## src/shared/gat_pkg.sv

```systemverilog
// Purpose: Shared constants and types of the gas alarm threshold logic
// Assumes: 250 MHz clock, APB register access
// Notes:   Levels and dead bands are percent of the full-scale register
`default_nettype none
package gat_pkg;
    localparam int CLK_HZ        = 250_000_000;
    localparam int TICK_SEC      = 1;
    localparam int SEC_CYCLES    = CLK_HZ * TICK_SEC;
    localparam int DIV_W         = 28;
    localparam int HOLD_SEC      = 2;
    localparam logic [1:0] HOLD_TICKS = 2'(HOLD_SEC + 1);
    localparam logic [6:0] A1_MIN_PCT = 7'h01;
    localparam logic [6:0] A1_MAX_PCT = 7'h5a;
    localparam logic [6:0] A2_MIN_PCT = 7'h01;
    localparam logic [6:0] A2_MAX_PCT = 7'h64;
    localparam logic [6:0] DB_MAX_PCT = 7'h14;
    localparam logic [6:0] DWELL_MAX_SEC = 7'h1e;
    localparam logic [6:0] PCT_SCALE  = 7'h64;
    localparam logic [15:0] FS_RESET  = 16'h0064;
    localparam logic [7:0] ADDR_FULL_SCALE = 8'h00;
    localparam logic [7:0] ADDR_STATUS     = 8'h04;
    localparam logic [7:0] ADDR_CFG        = 8'h08;
    localparam logic [7:0] ADDR_LEVELS     = 8'h0c;
    localparam logic [7:0] ADDR_DWELL      = 8'h10;
    localparam logic [7:0] ADDR_INT_STATUS = 8'h14;
    localparam logic [7:0] ADDR_INT_MASK   = 8'h18;
    localparam int EV_W       = 5;
    localparam int EV_A1_SET  = 0;
    localparam int EV_A2_SET  = 1;
    localparam int EV_A1_CLR  = 2;
    localparam int EV_A2_CLR  = 3;
    localparam int EV_COMMIT  = 4;

    typedef enum logic [3:0] {
        MENU_DISP, MENU_LATCH, MENU_ENERG,
        MENU_A1_LVL, MENU_A1_DIR, MENU_A1_DB, MENU_A1_DWELL, MENU_A1_CONT,
        MENU_A2_LVL, MENU_A2_DIR, MENU_A2_DB, MENU_A2_DWELL, MENU_A2_CONT,
        MENU_END
    } gat_menu_t;

    typedef struct packed {
        logic       latch;
        logic       energize;
        logic       a1_low;
        logic       a2_low;
        logic       a1_cont;
        logic       a2_cont;
        logic [6:0] a1_lvl;
        logic [6:0] a2_lvl;
        logic [6:0] a1_db;
        logic [6:0] a2_db;
        logic [4:0] a1_dwell;
        logic [4:0] a2_dwell;
    } gat_cfg_t;

    localparam gat_cfg_t CFG_RESET = '{latch: 1'b0, energize: 1'b0, a1_low: 1'b0,
        a2_low: 1'b0, a1_cont: 1'b1, a2_cont: 1'b1, a1_lvl: 7'h14, a2_lvl: 7'h28,
        a1_db: 7'h00, a2_db: 7'h00, a1_dwell: 5'h00, a2_dwell: 5'h00};

    typedef struct packed {
        logic        psel;
        logic        penable;
        logic        pwrite;
        logic [7:0]  paddr;
        logic [31:0] pwdata;
    } gat_apb_req_t;

    typedef struct packed {
        logic [31:0] prdata;
        logic        pready;
        logic        pslverr;
    } gat_apb_rsp_t;

    typedef struct packed {
        logic confirm_key;
        logic up_key;
        logic down_key;
        logic reset_key;
    } gat_keys_t;

    typedef struct packed {
        gat_cfg_t          cfg;
        gat_menu_t         menu;
        logic [6:0]        edit;
        gat_keys_t         key_m;
        gat_keys_t         key_s;
        gat_keys_t         key_d;
        logic [DIV_W-1:0]  div;
        logic              tick;
        logic [1:0]        hold;
        logic [4:0]        dwell1;
        logic [4:0]        dwell2;
        logic              alarm1;
        logic              alarm2;
        logic              relay1;
        logic              relay2;
        logic [15:0]       fs;
        logic [EV_W-1:0]   int_st;
        logic [EV_W-1:0]   int_mask;
        logic              irq;
        logic [31:0]       prdata;
        logic              pslverr;
    } gat_state_t;
endpackage
`default_nettype wire

```

## src/gat_alarm.sv

```systemverilog
// Purpose: Two-level gas alarm evaluation, keypad settings menu, relay drive
// Assumes: Concentration and trouble come from logic on clk; keys are pins
// Notes:   APB slave answers with no wait states
// How it works
// - Menu opens only after confirm key held two seconds in display mode
// - Unlatched alarm clears on release; latched alarm waits for reset key
// - Energize off: contact open normally, closes on trouble or alarm
// - Energize on: contact closed normally, opens on trouble or alarm
// - First level limited to one to ninety percent of full scale
// - First alarm direction selects high or low acting
// - First high: set above level plus band, release below level minus band
// - First low: set below level minus band, release above level plus band
// - Dead bands reset to zero
// - First dwell zero to thirty seconds in one-second steps
// - Alarm triggers only after set condition holds for whole dwell
// - Contact enable off keeps alarm away from its relay contact
// - Second level limited to one to one hundred percent of full scale
// - Second alarm has its own direction
// - Menu steps in fixed order, each item committed by confirm key
// - Second alarm uses same dead band set and release scheme
// - Second dwell zero to thirty seconds in one-second steps
`default_nettype none
module gat_alarm #(
    parameter int SEC_CYCLES = gat_pkg::SEC_CYCLES
) (
    input  wire logic                 clk,
    input  wire logic                 rst,
    input  wire gat_pkg::gat_apb_req_t apb_req,
    output gat_pkg::gat_apb_rsp_t     apb_rsp,
    input  wire gat_pkg::gat_keys_t   keys,
    input  wire logic [15:0]          conc,
    input  wire logic                 trouble,
    output logic                      relay1_closed,
    output logic                      relay2_closed,
    output logic                      alarm1,
    output logic                      alarm2,
    output gat_pkg::gat_menu_t        menu_item,
    output logic [6:0]                edit_value,
    output logic                      irq
);
    import gat_pkg::*;

    gat_state_t s_q;
    gat_state_t s_d;

    function automatic logic [6:0] item_min(input gat_menu_t m);
        case (m)
            MENU_A1_LVL: item_min = A1_MIN_PCT;
            MENU_A2_LVL: item_min = A2_MIN_PCT;
            default:     item_min = 7'h00;
        endcase
    endfunction

    function automatic logic [6:0] item_max(input gat_menu_t m);
        case (m)
            MENU_A1_LVL:   item_max = A1_MAX_PCT;
            MENU_A2_LVL:   item_max = A2_MAX_PCT;
            MENU_A1_DB,
            MENU_A2_DB:    item_max = DB_MAX_PCT;
            MENU_A1_DWELL,
            MENU_A2_DWELL: item_max = DWELL_MAX_SEC;
            MENU_DISP,
            MENU_END:      item_max = 7'h00;
            default:       item_max = 7'h01;
        endcase
    endfunction

    // Direction items show 1 for high acting, 0 for low acting
    function automatic logic [6:0] cfg_get(input gat_cfg_t c, input gat_menu_t m);
        case (m)
            MENU_LATCH:    cfg_get = {6'h00, c.latch};
            MENU_ENERG:    cfg_get = {6'h00, c.energize};
            MENU_A1_LVL:   cfg_get = c.a1_lvl;
            MENU_A1_DIR:   cfg_get = {6'h00, ~c.a1_low};
            MENU_A1_DB:    cfg_get = c.a1_db;
            MENU_A1_DWELL: cfg_get = {2'h0, c.a1_dwell};
            MENU_A1_CONT:  cfg_get = {6'h00, c.a1_cont};
            MENU_A2_LVL:   cfg_get = c.a2_lvl;
            MENU_A2_DIR:   cfg_get = {6'h00, ~c.a2_low};
            MENU_A2_DB:    cfg_get = c.a2_db;
            MENU_A2_DWELL: cfg_get = {2'h0, c.a2_dwell};
            MENU_A2_CONT:  cfg_get = {6'h00, c.a2_cont};
            default:       cfg_get = 7'h00;
        endcase
    endfunction

    function automatic gat_cfg_t cfg_put(input gat_cfg_t c, input gat_menu_t m,
                                         input logic [6:0] v);
        gat_cfg_t r;
        r = c;
        case (m)
            MENU_LATCH:    r.latch    = v[0];
            MENU_ENERG:    r.energize = v[0];
            MENU_A1_LVL:   r.a1_lvl   = v;
            MENU_A1_DIR:   r.a1_low   = ~v[0];
            MENU_A1_DB:    r.a1_db    = v;
            MENU_A1_DWELL: r.a1_dwell = v[4:0];
            MENU_A1_CONT:  r.a1_cont  = v[0];
            MENU_A2_LVL:   r.a2_lvl   = v;
            MENU_A2_DIR:   r.a2_low   = ~v[0];
            MENU_A2_DB:    r.a2_db    = v;
            MENU_A2_DWELL: r.a2_dwell = v[4:0];
            MENU_A2_CONT:  r.a2_cont  = v[0];
            default:       r = c;
        endcase
        cfg_put = r;
    endfunction

    // Full scale times percent, both bounds of the hysteresis window
    function automatic logic signed [31:0] bound(input logic [15:0] fs,
                                                 input logic [6:0] lvl,
                                                 input logic [6:0] db,
                                                 input logic upper);
        logic signed [31:0] f;
        f = $signed({16'h0000, fs});
        if (upper)
            bound = f * $signed({25'h0, lvl}) + f * $signed({25'h0, db});
        else
            bound = f * $signed({25'h0, lvl}) - f * $signed({25'h0, db});
    endfunction

    logic signed [31:0] conc_x;
    logic signed [31:0] hi1;
    logic signed [31:0] lo1;
    logic signed [31:0] hi2;
    logic signed [31:0] lo2;
    logic               set1;
    logic               rel1;
    logic               set2;
    logic               rel2;
    logic               trig1;
    logic               trig2;
    logic               confirm_press;
    logic               up_press;
    logic               down_press;
    logic               reset_press;
    logic               commit;
    logic               setup;
    logic               wr;
    logic [EV_W-1:0]    ev;
    logic [EV_W-1:0]    w1c;

    always_comb
    begin
        conc_x = $signed({16'h0000, conc}) * $signed({25'h0, PCT_SCALE});
        hi1 = bound(s_q.fs, s_q.cfg.a1_lvl, s_q.cfg.a1_db, 1'b1);
        lo1 = bound(s_q.fs, s_q.cfg.a1_lvl, s_q.cfg.a1_db, 1'b0);
        hi2 = bound(s_q.fs, s_q.cfg.a2_lvl, s_q.cfg.a2_db, 1'b1);
        lo2 = bound(s_q.fs, s_q.cfg.a2_lvl, s_q.cfg.a2_db, 1'b0);
        set1 = s_q.cfg.a1_low ? (conc_x <= lo1) : (conc_x >= hi1);
        rel1 = s_q.cfg.a1_low ? (conc_x > hi1) : (conc_x < lo1);
        set2 = s_q.cfg.a2_low ? (conc_x <= lo2) : (conc_x >= hi2);
        rel2 = s_q.cfg.a2_low ? (conc_x > hi2) : (conc_x < lo2);
        // Zero dwell triggers at once; otherwise a full dwell must pass
        trig1 = set1 && (s_q.cfg.a1_dwell == 5'h00 || s_q.dwell1 > s_q.cfg.a1_dwell);
        trig2 = set2 && (s_q.cfg.a2_dwell == 5'h00 || s_q.dwell2 > s_q.cfg.a2_dwell);
        confirm_press = s_q.key_s.confirm_key && !s_q.key_d.confirm_key;
        up_press      = s_q.key_s.up_key && !s_q.key_d.up_key;
        down_press    = s_q.key_s.down_key && !s_q.key_d.down_key;
        reset_press   = s_q.key_s.reset_key && !s_q.key_d.reset_key;
        commit = confirm_press && s_q.menu != MENU_DISP && s_q.menu != MENU_END;
        setup = apb_req.psel && !apb_req.penable;
        wr    = apb_req.psel && apb_req.penable && apb_req.pwrite;
    end

    always_comb
    begin
        s_d = s_q;
        // Key synchroniser and edge history
        s_d.key_m = keys;
        s_d.key_s = s_q.key_m;
        s_d.key_d = s_q.key_s;
        // One-second tick
        if (s_q.div == DIV_W'(SEC_CYCLES - 1))
        begin
            s_d.div  = '0;
            s_d.tick = 1'b1;
        end
        else
        begin
            s_d.div  = s_q.div + 1'b1;
            s_d.tick = 1'b0;
        end
        // Long press detection in display mode
        s_d.hold = 2'h0;
        if (s_q.menu == MENU_DISP && s_q.key_s.confirm_key)
            s_d.hold = s_q.tick ? s_q.hold + 1'b1 : s_q.hold;
        case (s_q.menu)
            MENU_DISP:
            begin
                if (s_q.key_s.confirm_key && s_q.tick && s_q.hold == HOLD_TICKS - 2'h1)
                begin
                    s_d.menu = MENU_LATCH;
                    s_d.edit = cfg_get(s_q.cfg, MENU_LATCH);
                    s_d.hold = 2'h0;
                end
            end
            MENU_END:
            begin
                if (confirm_press)
                    s_d.menu = MENU_DISP;
            end
            default:
            begin
                if (commit)
                begin
                    s_d.cfg  = cfg_put(s_q.cfg, s_q.menu, s_q.edit);
                    s_d.menu = gat_menu_t'(4'(s_q.menu) + 4'h1);
                    s_d.edit = cfg_get(s_q.cfg, gat_menu_t'(4'(s_q.menu) + 4'h1));
                end
                else if (up_press && s_q.edit < item_max(s_q.menu))
                    s_d.edit = s_q.edit + 7'h01;
                else if (down_press && s_q.edit > item_min(s_q.menu))
                    s_d.edit = s_q.edit - 7'h01;
            end
        endcase
        // Dwell counters restart whenever the set condition drops
        s_d.dwell1 = !set1 ? 5'h00 : (s_q.tick && s_q.dwell1 != 5'h1f) ? s_q.dwell1 + 5'h01
                   : s_q.dwell1;
        s_d.dwell2 = !set2 ? 5'h00 : (s_q.tick && s_q.dwell2 != 5'h1f) ? s_q.dwell2 + 5'h01
                   : s_q.dwell2;
        // Alarm state with latch handling
        if (!s_q.alarm1)
            s_d.alarm1 = trig1;
        else if (s_q.cfg.latch ? reset_press : rel1)
            s_d.alarm1 = 1'b0;
        if (!s_q.alarm2)
            s_d.alarm2 = trig2;
        else if (s_q.cfg.latch ? reset_press : rel2)
            s_d.alarm2 = 1'b0;
        // Relay drive
        s_d.relay1 = s_q.cfg.energize ^ ((s_q.alarm1 && s_q.cfg.a1_cont) || trouble);
        s_d.relay2 = s_q.cfg.energize ^ ((s_q.alarm2 && s_q.cfg.a2_cont) || trouble);
        // Interrupt events, set wins over write-one clear
        ev = '0;
        ev[EV_A1_SET] = !s_q.alarm1 && trig1;
        ev[EV_A2_SET] = !s_q.alarm2 && trig2;
        ev[EV_A1_CLR] = s_q.alarm1 && !s_d.alarm1;
        ev[EV_A2_CLR] = s_q.alarm2 && !s_d.alarm2;
        ev[EV_COMMIT] = commit;
        w1c = '0;
        if (wr && apb_req.paddr == ADDR_INT_STATUS)
            w1c = apb_req.pwdata[EV_W-1:0];
        s_d.int_st = (s_q.int_st & ~w1c) | ev;
        if (wr && apb_req.paddr == ADDR_INT_MASK)
            s_d.int_mask = apb_req.pwdata[EV_W-1:0];
        if (wr && apb_req.paddr == ADDR_FULL_SCALE)
            s_d.fs = apb_req.pwdata[15:0];
        s_d.irq = |(s_d.int_st & s_d.int_mask);
        // Read data is prepared in the setup cycle
        if (setup)
        begin
            s_d.pslverr = 1'b0;
            s_d.prdata  = '0;
            case (apb_req.paddr)
                ADDR_FULL_SCALE: s_d.prdata = {16'h0000, s_q.fs};
                ADDR_STATUS:     s_d.prdata = {22'h000000, s_q.menu, s_q.irq, trouble,
                                               s_q.relay2, s_q.relay1, s_q.alarm2, s_q.alarm1};
                ADDR_CFG:        s_d.prdata = {26'h0000000, s_q.cfg.a2_cont, s_q.cfg.a1_cont,
                                               s_q.cfg.a2_low, s_q.cfg.a1_low,
                                               s_q.cfg.energize, s_q.cfg.latch};
                ADDR_LEVELS:     s_d.prdata = {1'b0, s_q.cfg.a2_db, 1'b0, s_q.cfg.a2_lvl,
                                               1'b0, s_q.cfg.a1_db, 1'b0, s_q.cfg.a1_lvl};
                ADDR_DWELL:      s_d.prdata = {19'h00000, s_q.cfg.a2_dwell, 3'h0,
                                               s_q.cfg.a1_dwell};
                ADDR_INT_STATUS: s_d.prdata = {27'h0000000, s_q.int_st};
                ADDR_INT_MASK:   s_d.prdata = {27'h0000000, s_q.int_mask};
                default:         s_d.pslverr = 1'b1;
            endcase
            if (apb_req.pwrite)
                s_d.prdata = '0;
        end
    end

    always_ff @(posedge clk or posedge rst)
    begin
        if (rst)
        begin
            s_q      <= '0;
            s_q.cfg  <= CFG_RESET;
            s_q.fs   <= FS_RESET;
            s_q.menu <= MENU_DISP;
        end
        else
            s_q <= s_d;
    end

    assign apb_rsp.prdata  = s_q.prdata;
    assign apb_rsp.pready  = 1'b1;
    assign apb_rsp.pslverr = s_q.pslverr;
    assign relay1_closed   = s_q.relay1;
    assign relay2_closed   = s_q.relay2;
    assign alarm1          = s_q.alarm1;
    assign alarm2          = s_q.alarm2;
    assign menu_item       = s_q.menu;
    assign edit_value      = s_q.edit;
    assign irq             = s_q.irq;
endmodule
`default_nettype wire

```

## config.mk

```make
export PLATFORM = sky130hd
export DESIGN_NAME = gat_alarm
export DESIGN_NICKNAME = d
export VERILOG_FILES = /design/src/shared/gat_pkg.sv /design/src/gat_alarm.sv
export SDC_FILE = /design/constraint.sdc
export NUM_CORES = 2
export LEC_CHECK = 0
export BUFFER_PORTS_ARGS = -buffer_cell sky130_fd_sc_hd__buf_2
export CORE_ASPECT_RATIO = 2
export CORE_MARGIN = 3
export CORE_UTILIZATION = 60
export CTS_BUF_LIST = sky130_fd_sc_hd__clkbuf_4
export CTS_CLUSTER_DIAMETER = 40
export DETAILED_ROUTE_END_ITERATION = 6
export GPL_ROUTABILITY_DRIVEN = 0
export GPL_TIMING_DRIVEN = 0
export PLACE_DENSITY = 0.78
export SETUP_SLACK_MARGIN = 0.5
export SYNTH_ARGS = -nofsm -noshare
export SYNTH_HDL_FRONTEND = slang
export SYNTH_SLANG_ARGS = --single-unit
```

## constraint.sdc

```tcl
create_clock -name clk -period 12.2 [get_ports clk]
set_input_delay 3.66 -clock clk [delete_from_list [all_inputs] [get_ports clk]]
set_output_delay 3.66 -clock clk [all_outputs]
set_load 0.1 [all_outputs]
```

==> key figures <==
Run status
  – Status: completed

Clock tree
  – Clock Latency Late Sink: ~660 ps
  – Longest Clk Path Bufs: 3
  – H-tree Lvls: 4
  – CTS root buf: clkbuf_4
  – Num CTS Buffers: 25
  – CTS Sinks: 170
  – PostCTS Resize Cnt: 0
  – CTS Hold Bufs: 0
  – CTS tree: built
  – Post-CTS setup buffer count: 0
  – Clk pin slew, worst setup/hold paths: 130 ps

Route
  – Drt first pass iters: 6
  – Routed WL per cell: about 21 um
  – Antenna-violating nets left: 0
  – Residual DRC: 0
  – WL final: between 90000 and 100000 um
  – Via count: around 26000
  – Iteration-0 DRC Markers: around 1400
  – DR vias/cell: slightly above 6

Critical path
  – R2R setup slack: ~1100 ps
  – Critical Path Sink Type: register
  – Worst Reg-to-Reg Cells: 34
  – Crit path DAT: between 10000 and 15000 ps
  – Crit Path Max Fanout: 8
  – CP Depth: 26
  – Worst reg2reg path endpoint: irq$_DFF_PP0_
  – CP required: between 10000 and 15000 ps
  – R2R Path Start: s_q[57]$_DFFE_PP0P_
  – Crit path max-delay family: compound AO/OA/AOI/OAI gates
  – Crit path buf inv count: 3
  – Crit-path max cell delay: 1190 ps
  – Setup CP Type: in2reg
  – Startpoint types: input port
  – Critical path's slowest cell: a311oi_1

Die
  – Placement Rows: around 120
  – Starting density of the core: 0.609
  – I/O pin cnt: roughly 120
  – Die area: approximately 53000 um^2
  – Die Y: approximately 320 um
  – Die Wd: approximately 160 um
  – Core Region: approximately 50000 um^2

GRT
  – Grt ovf: 0
  – Tot GR Track Use: 0.350
  – Vias in the first global route: 26600
  – Pin count of the biggest net entering global routing: 90
  – Initial antenna violation count: 4
  – Global-route wire length before repair: 142000 um

Yosys
  – Post-synth EDFFs: 0
  – Post-Syn Instances: between 3000 and 4000
  – Largest family of logic cells by synthesized area: adder cells
  – Async S/R FF share, synth: 1.00
  – Flops & latches, synth: between 150 and 200
  – Post-Syn Area: 30100 um^2
  – Predominant post-synthesis flop cell: dfrtp_1
  – Sequential element share of the synthesized area: 0.142
  – Syn. warnings: 0
  – Post-synth cell types: 79
  – Mapped Avg Cell Area: 8.64 um^2
  – Adder-cell share of the synthesized area: 0.373
  – Synth Area in XOR/XNOR: 0.0603
  – Post-synthesis compound-gate area fraction: 0.132
  – Mux contribution to synthesized area: 0.0259
  – Post-Synth Simple-Gate Area: 0.184

Hold path
  – Endpoint, Worst Hold: s_d[105]$_DFF_PP0_
  – Type of the most critical hold path: reg2reg
  – Hold_sp: s_d[109]$_DFF_PP0_
  – WHS Path Cells: 0

Final layout
  – Fin nets: approximately 4400
  – Area growth from synthesis to layout: 5.47%
  – Cell Count, Final, Fillers Out: ~4300
  – Most common cell after layout, fill and taps aside: ha_1
  – Share of cells above drive strength 1: 0.0809
  – Finished Core Util: 0.642
  – Most frequent cells in the layout: ha_1 (429), inv_1 (400), and2_1 (307), fa_1 (292), nand2_1 (287)

Timing
  – Fin crit share: 0.917
  – Slew Limit Fails: 0
  – Fin crit period: 11190 ps
  – Fin. Hold Viols: 0
  – Setup TNS Final: 0 ps
  – Slew HR: 0.00378
  – RSZ-0062 raised after global routing: no
  – Worst-Margin Slew: roughly 1500 ps
  – Worst Skew: ~55 ps
  – Peak Freq: slightly below 0.09 GHz
  – Setup Viol. Count Final: 0

Power and ir drop
  – Power Dens Cells: between 50 and 60 nW/um^2
  – Pleak: between 15 and 20 nW
  – Worst IR drop on VDD: about 0.1 mV

Placed design
  – DP HPWL: 74400 um
  – Port Buf Inserts: 96
  – Placed Cells: between 4000 and 5000

Job
  – Max cap viols: 0
[kinds of logic after synthesis]
| family | Yosys count |
|---|---|
| compound gates | 614 |
| xor+xnor | 207 |
| fa+ha+maj | 721 |
| buf+inv | 608 |
| flops | 170 |
| mux | 71 |
| other cells | 2 |
| simple gates | 1087 |
[power by group]
group	switching (mW)	leakage (nW)	internal, mW	total, mW
sequential	0.0123	2.26	0.572	0.584
clock	0.190	0.144	0.127	0.317
combinational	0.460	13.6	0.255	0.716
total	0.663	16.0	0.954	1.62
[metal layers]
metal,share of wire,GRT usage
met5,0.00013,0
met4,0.11,0.310
met3,0.058,0.0470
met2,0.50,0.619
met1,0.33,0.351
[Yosys cell counts, drive strengths merged, types with 33 or more instances]
library cell | n | area (um^2)
o21ai | 139 | 696
nand2 | 288 | 1080
xor2 | 55 | 482
a21o | 54 | 407
ha | 429 | 5370
nor3 | 57 | 285
mux2 | 54 | 608
buf | 62 | 420
nand2b | 33 | 206
a21oi | 174 | 871
dfrtp | 161 | 4030
and2 | 307 | 1920
nor2b | 36 | 225
fa | 292 | 5850
inv | 401 | 1510
xnor2 | 152 | 1330
clkbuf | 145 | 547
nor2 | 188 | 706
nand3 | 55 | 275
[worst register-to-register path, delay by kind of cell, from the launching register on]
kind,cells,cell delay (ps)
buffers and inverters,4,1860
and+or+nand+nor,10,2550
xor gates and xnor gates,2,300
DFF,1,410
AOI/OAI and AO/OA,11,2900
adders and majority gates,7,2950
[through the flow]
stage | hold WS [ps] | setup slack, ps | instance area (um^2) | power, mW
after floorplan | 331 | 2810 | 30100 | 1.06
after global placement | 333 | 616 | 31300 | 1.28
after detailed placement | 338 | 568 | 31400 | 1.30
after CTS | 362 | 823 | 31700 | 1.62
after global routing | 369 | 536 | 31700 | 1.73
final | 361 | 1010 | 31700 | 1.62
[registers in the layout, summed over array words and instances (netlist names)]
name,cells
s_d,8
apb_rsp,31
relay1_closed,1
alarm2,1
edit_value,7
relay2_closed,1
s_q,115
alarm1,1
irq,1
menu_item,4
[cell type report]
cell class / instances / area, um^2
multi-input combinational: 2703 / 23400
fill: 4293 / 17600
sequential: 170 / 4270
inverter: 401 / 1510
buffer: 207 / 988
tap: 643 / 805
timing repair buffer: 98 / 515
clock buffer: 27 / 203
clock inverter: 5 / 53.8
antenna: 2 / 5.00
[how the worst max path moves through the flow]
stage,start,to
5_1_grt,s_q[157]$_DFFE_PP1P_,irq$_DFF_PP0_
2_1_floorplan,conc[2],irq$_DFF_PP0_
6_report,conc[2],irq$_DFF_PP0_
3_5_place_dp,conc[2],irq$_DFF_PP0_
4_1_cts,s_q[46]$_DFFE_PP1P_,irq$_DFF_PP0_
3_3_place_gp,conc[2],irq$_DFF_PP0_
Power figures use the tool's default switching activity.
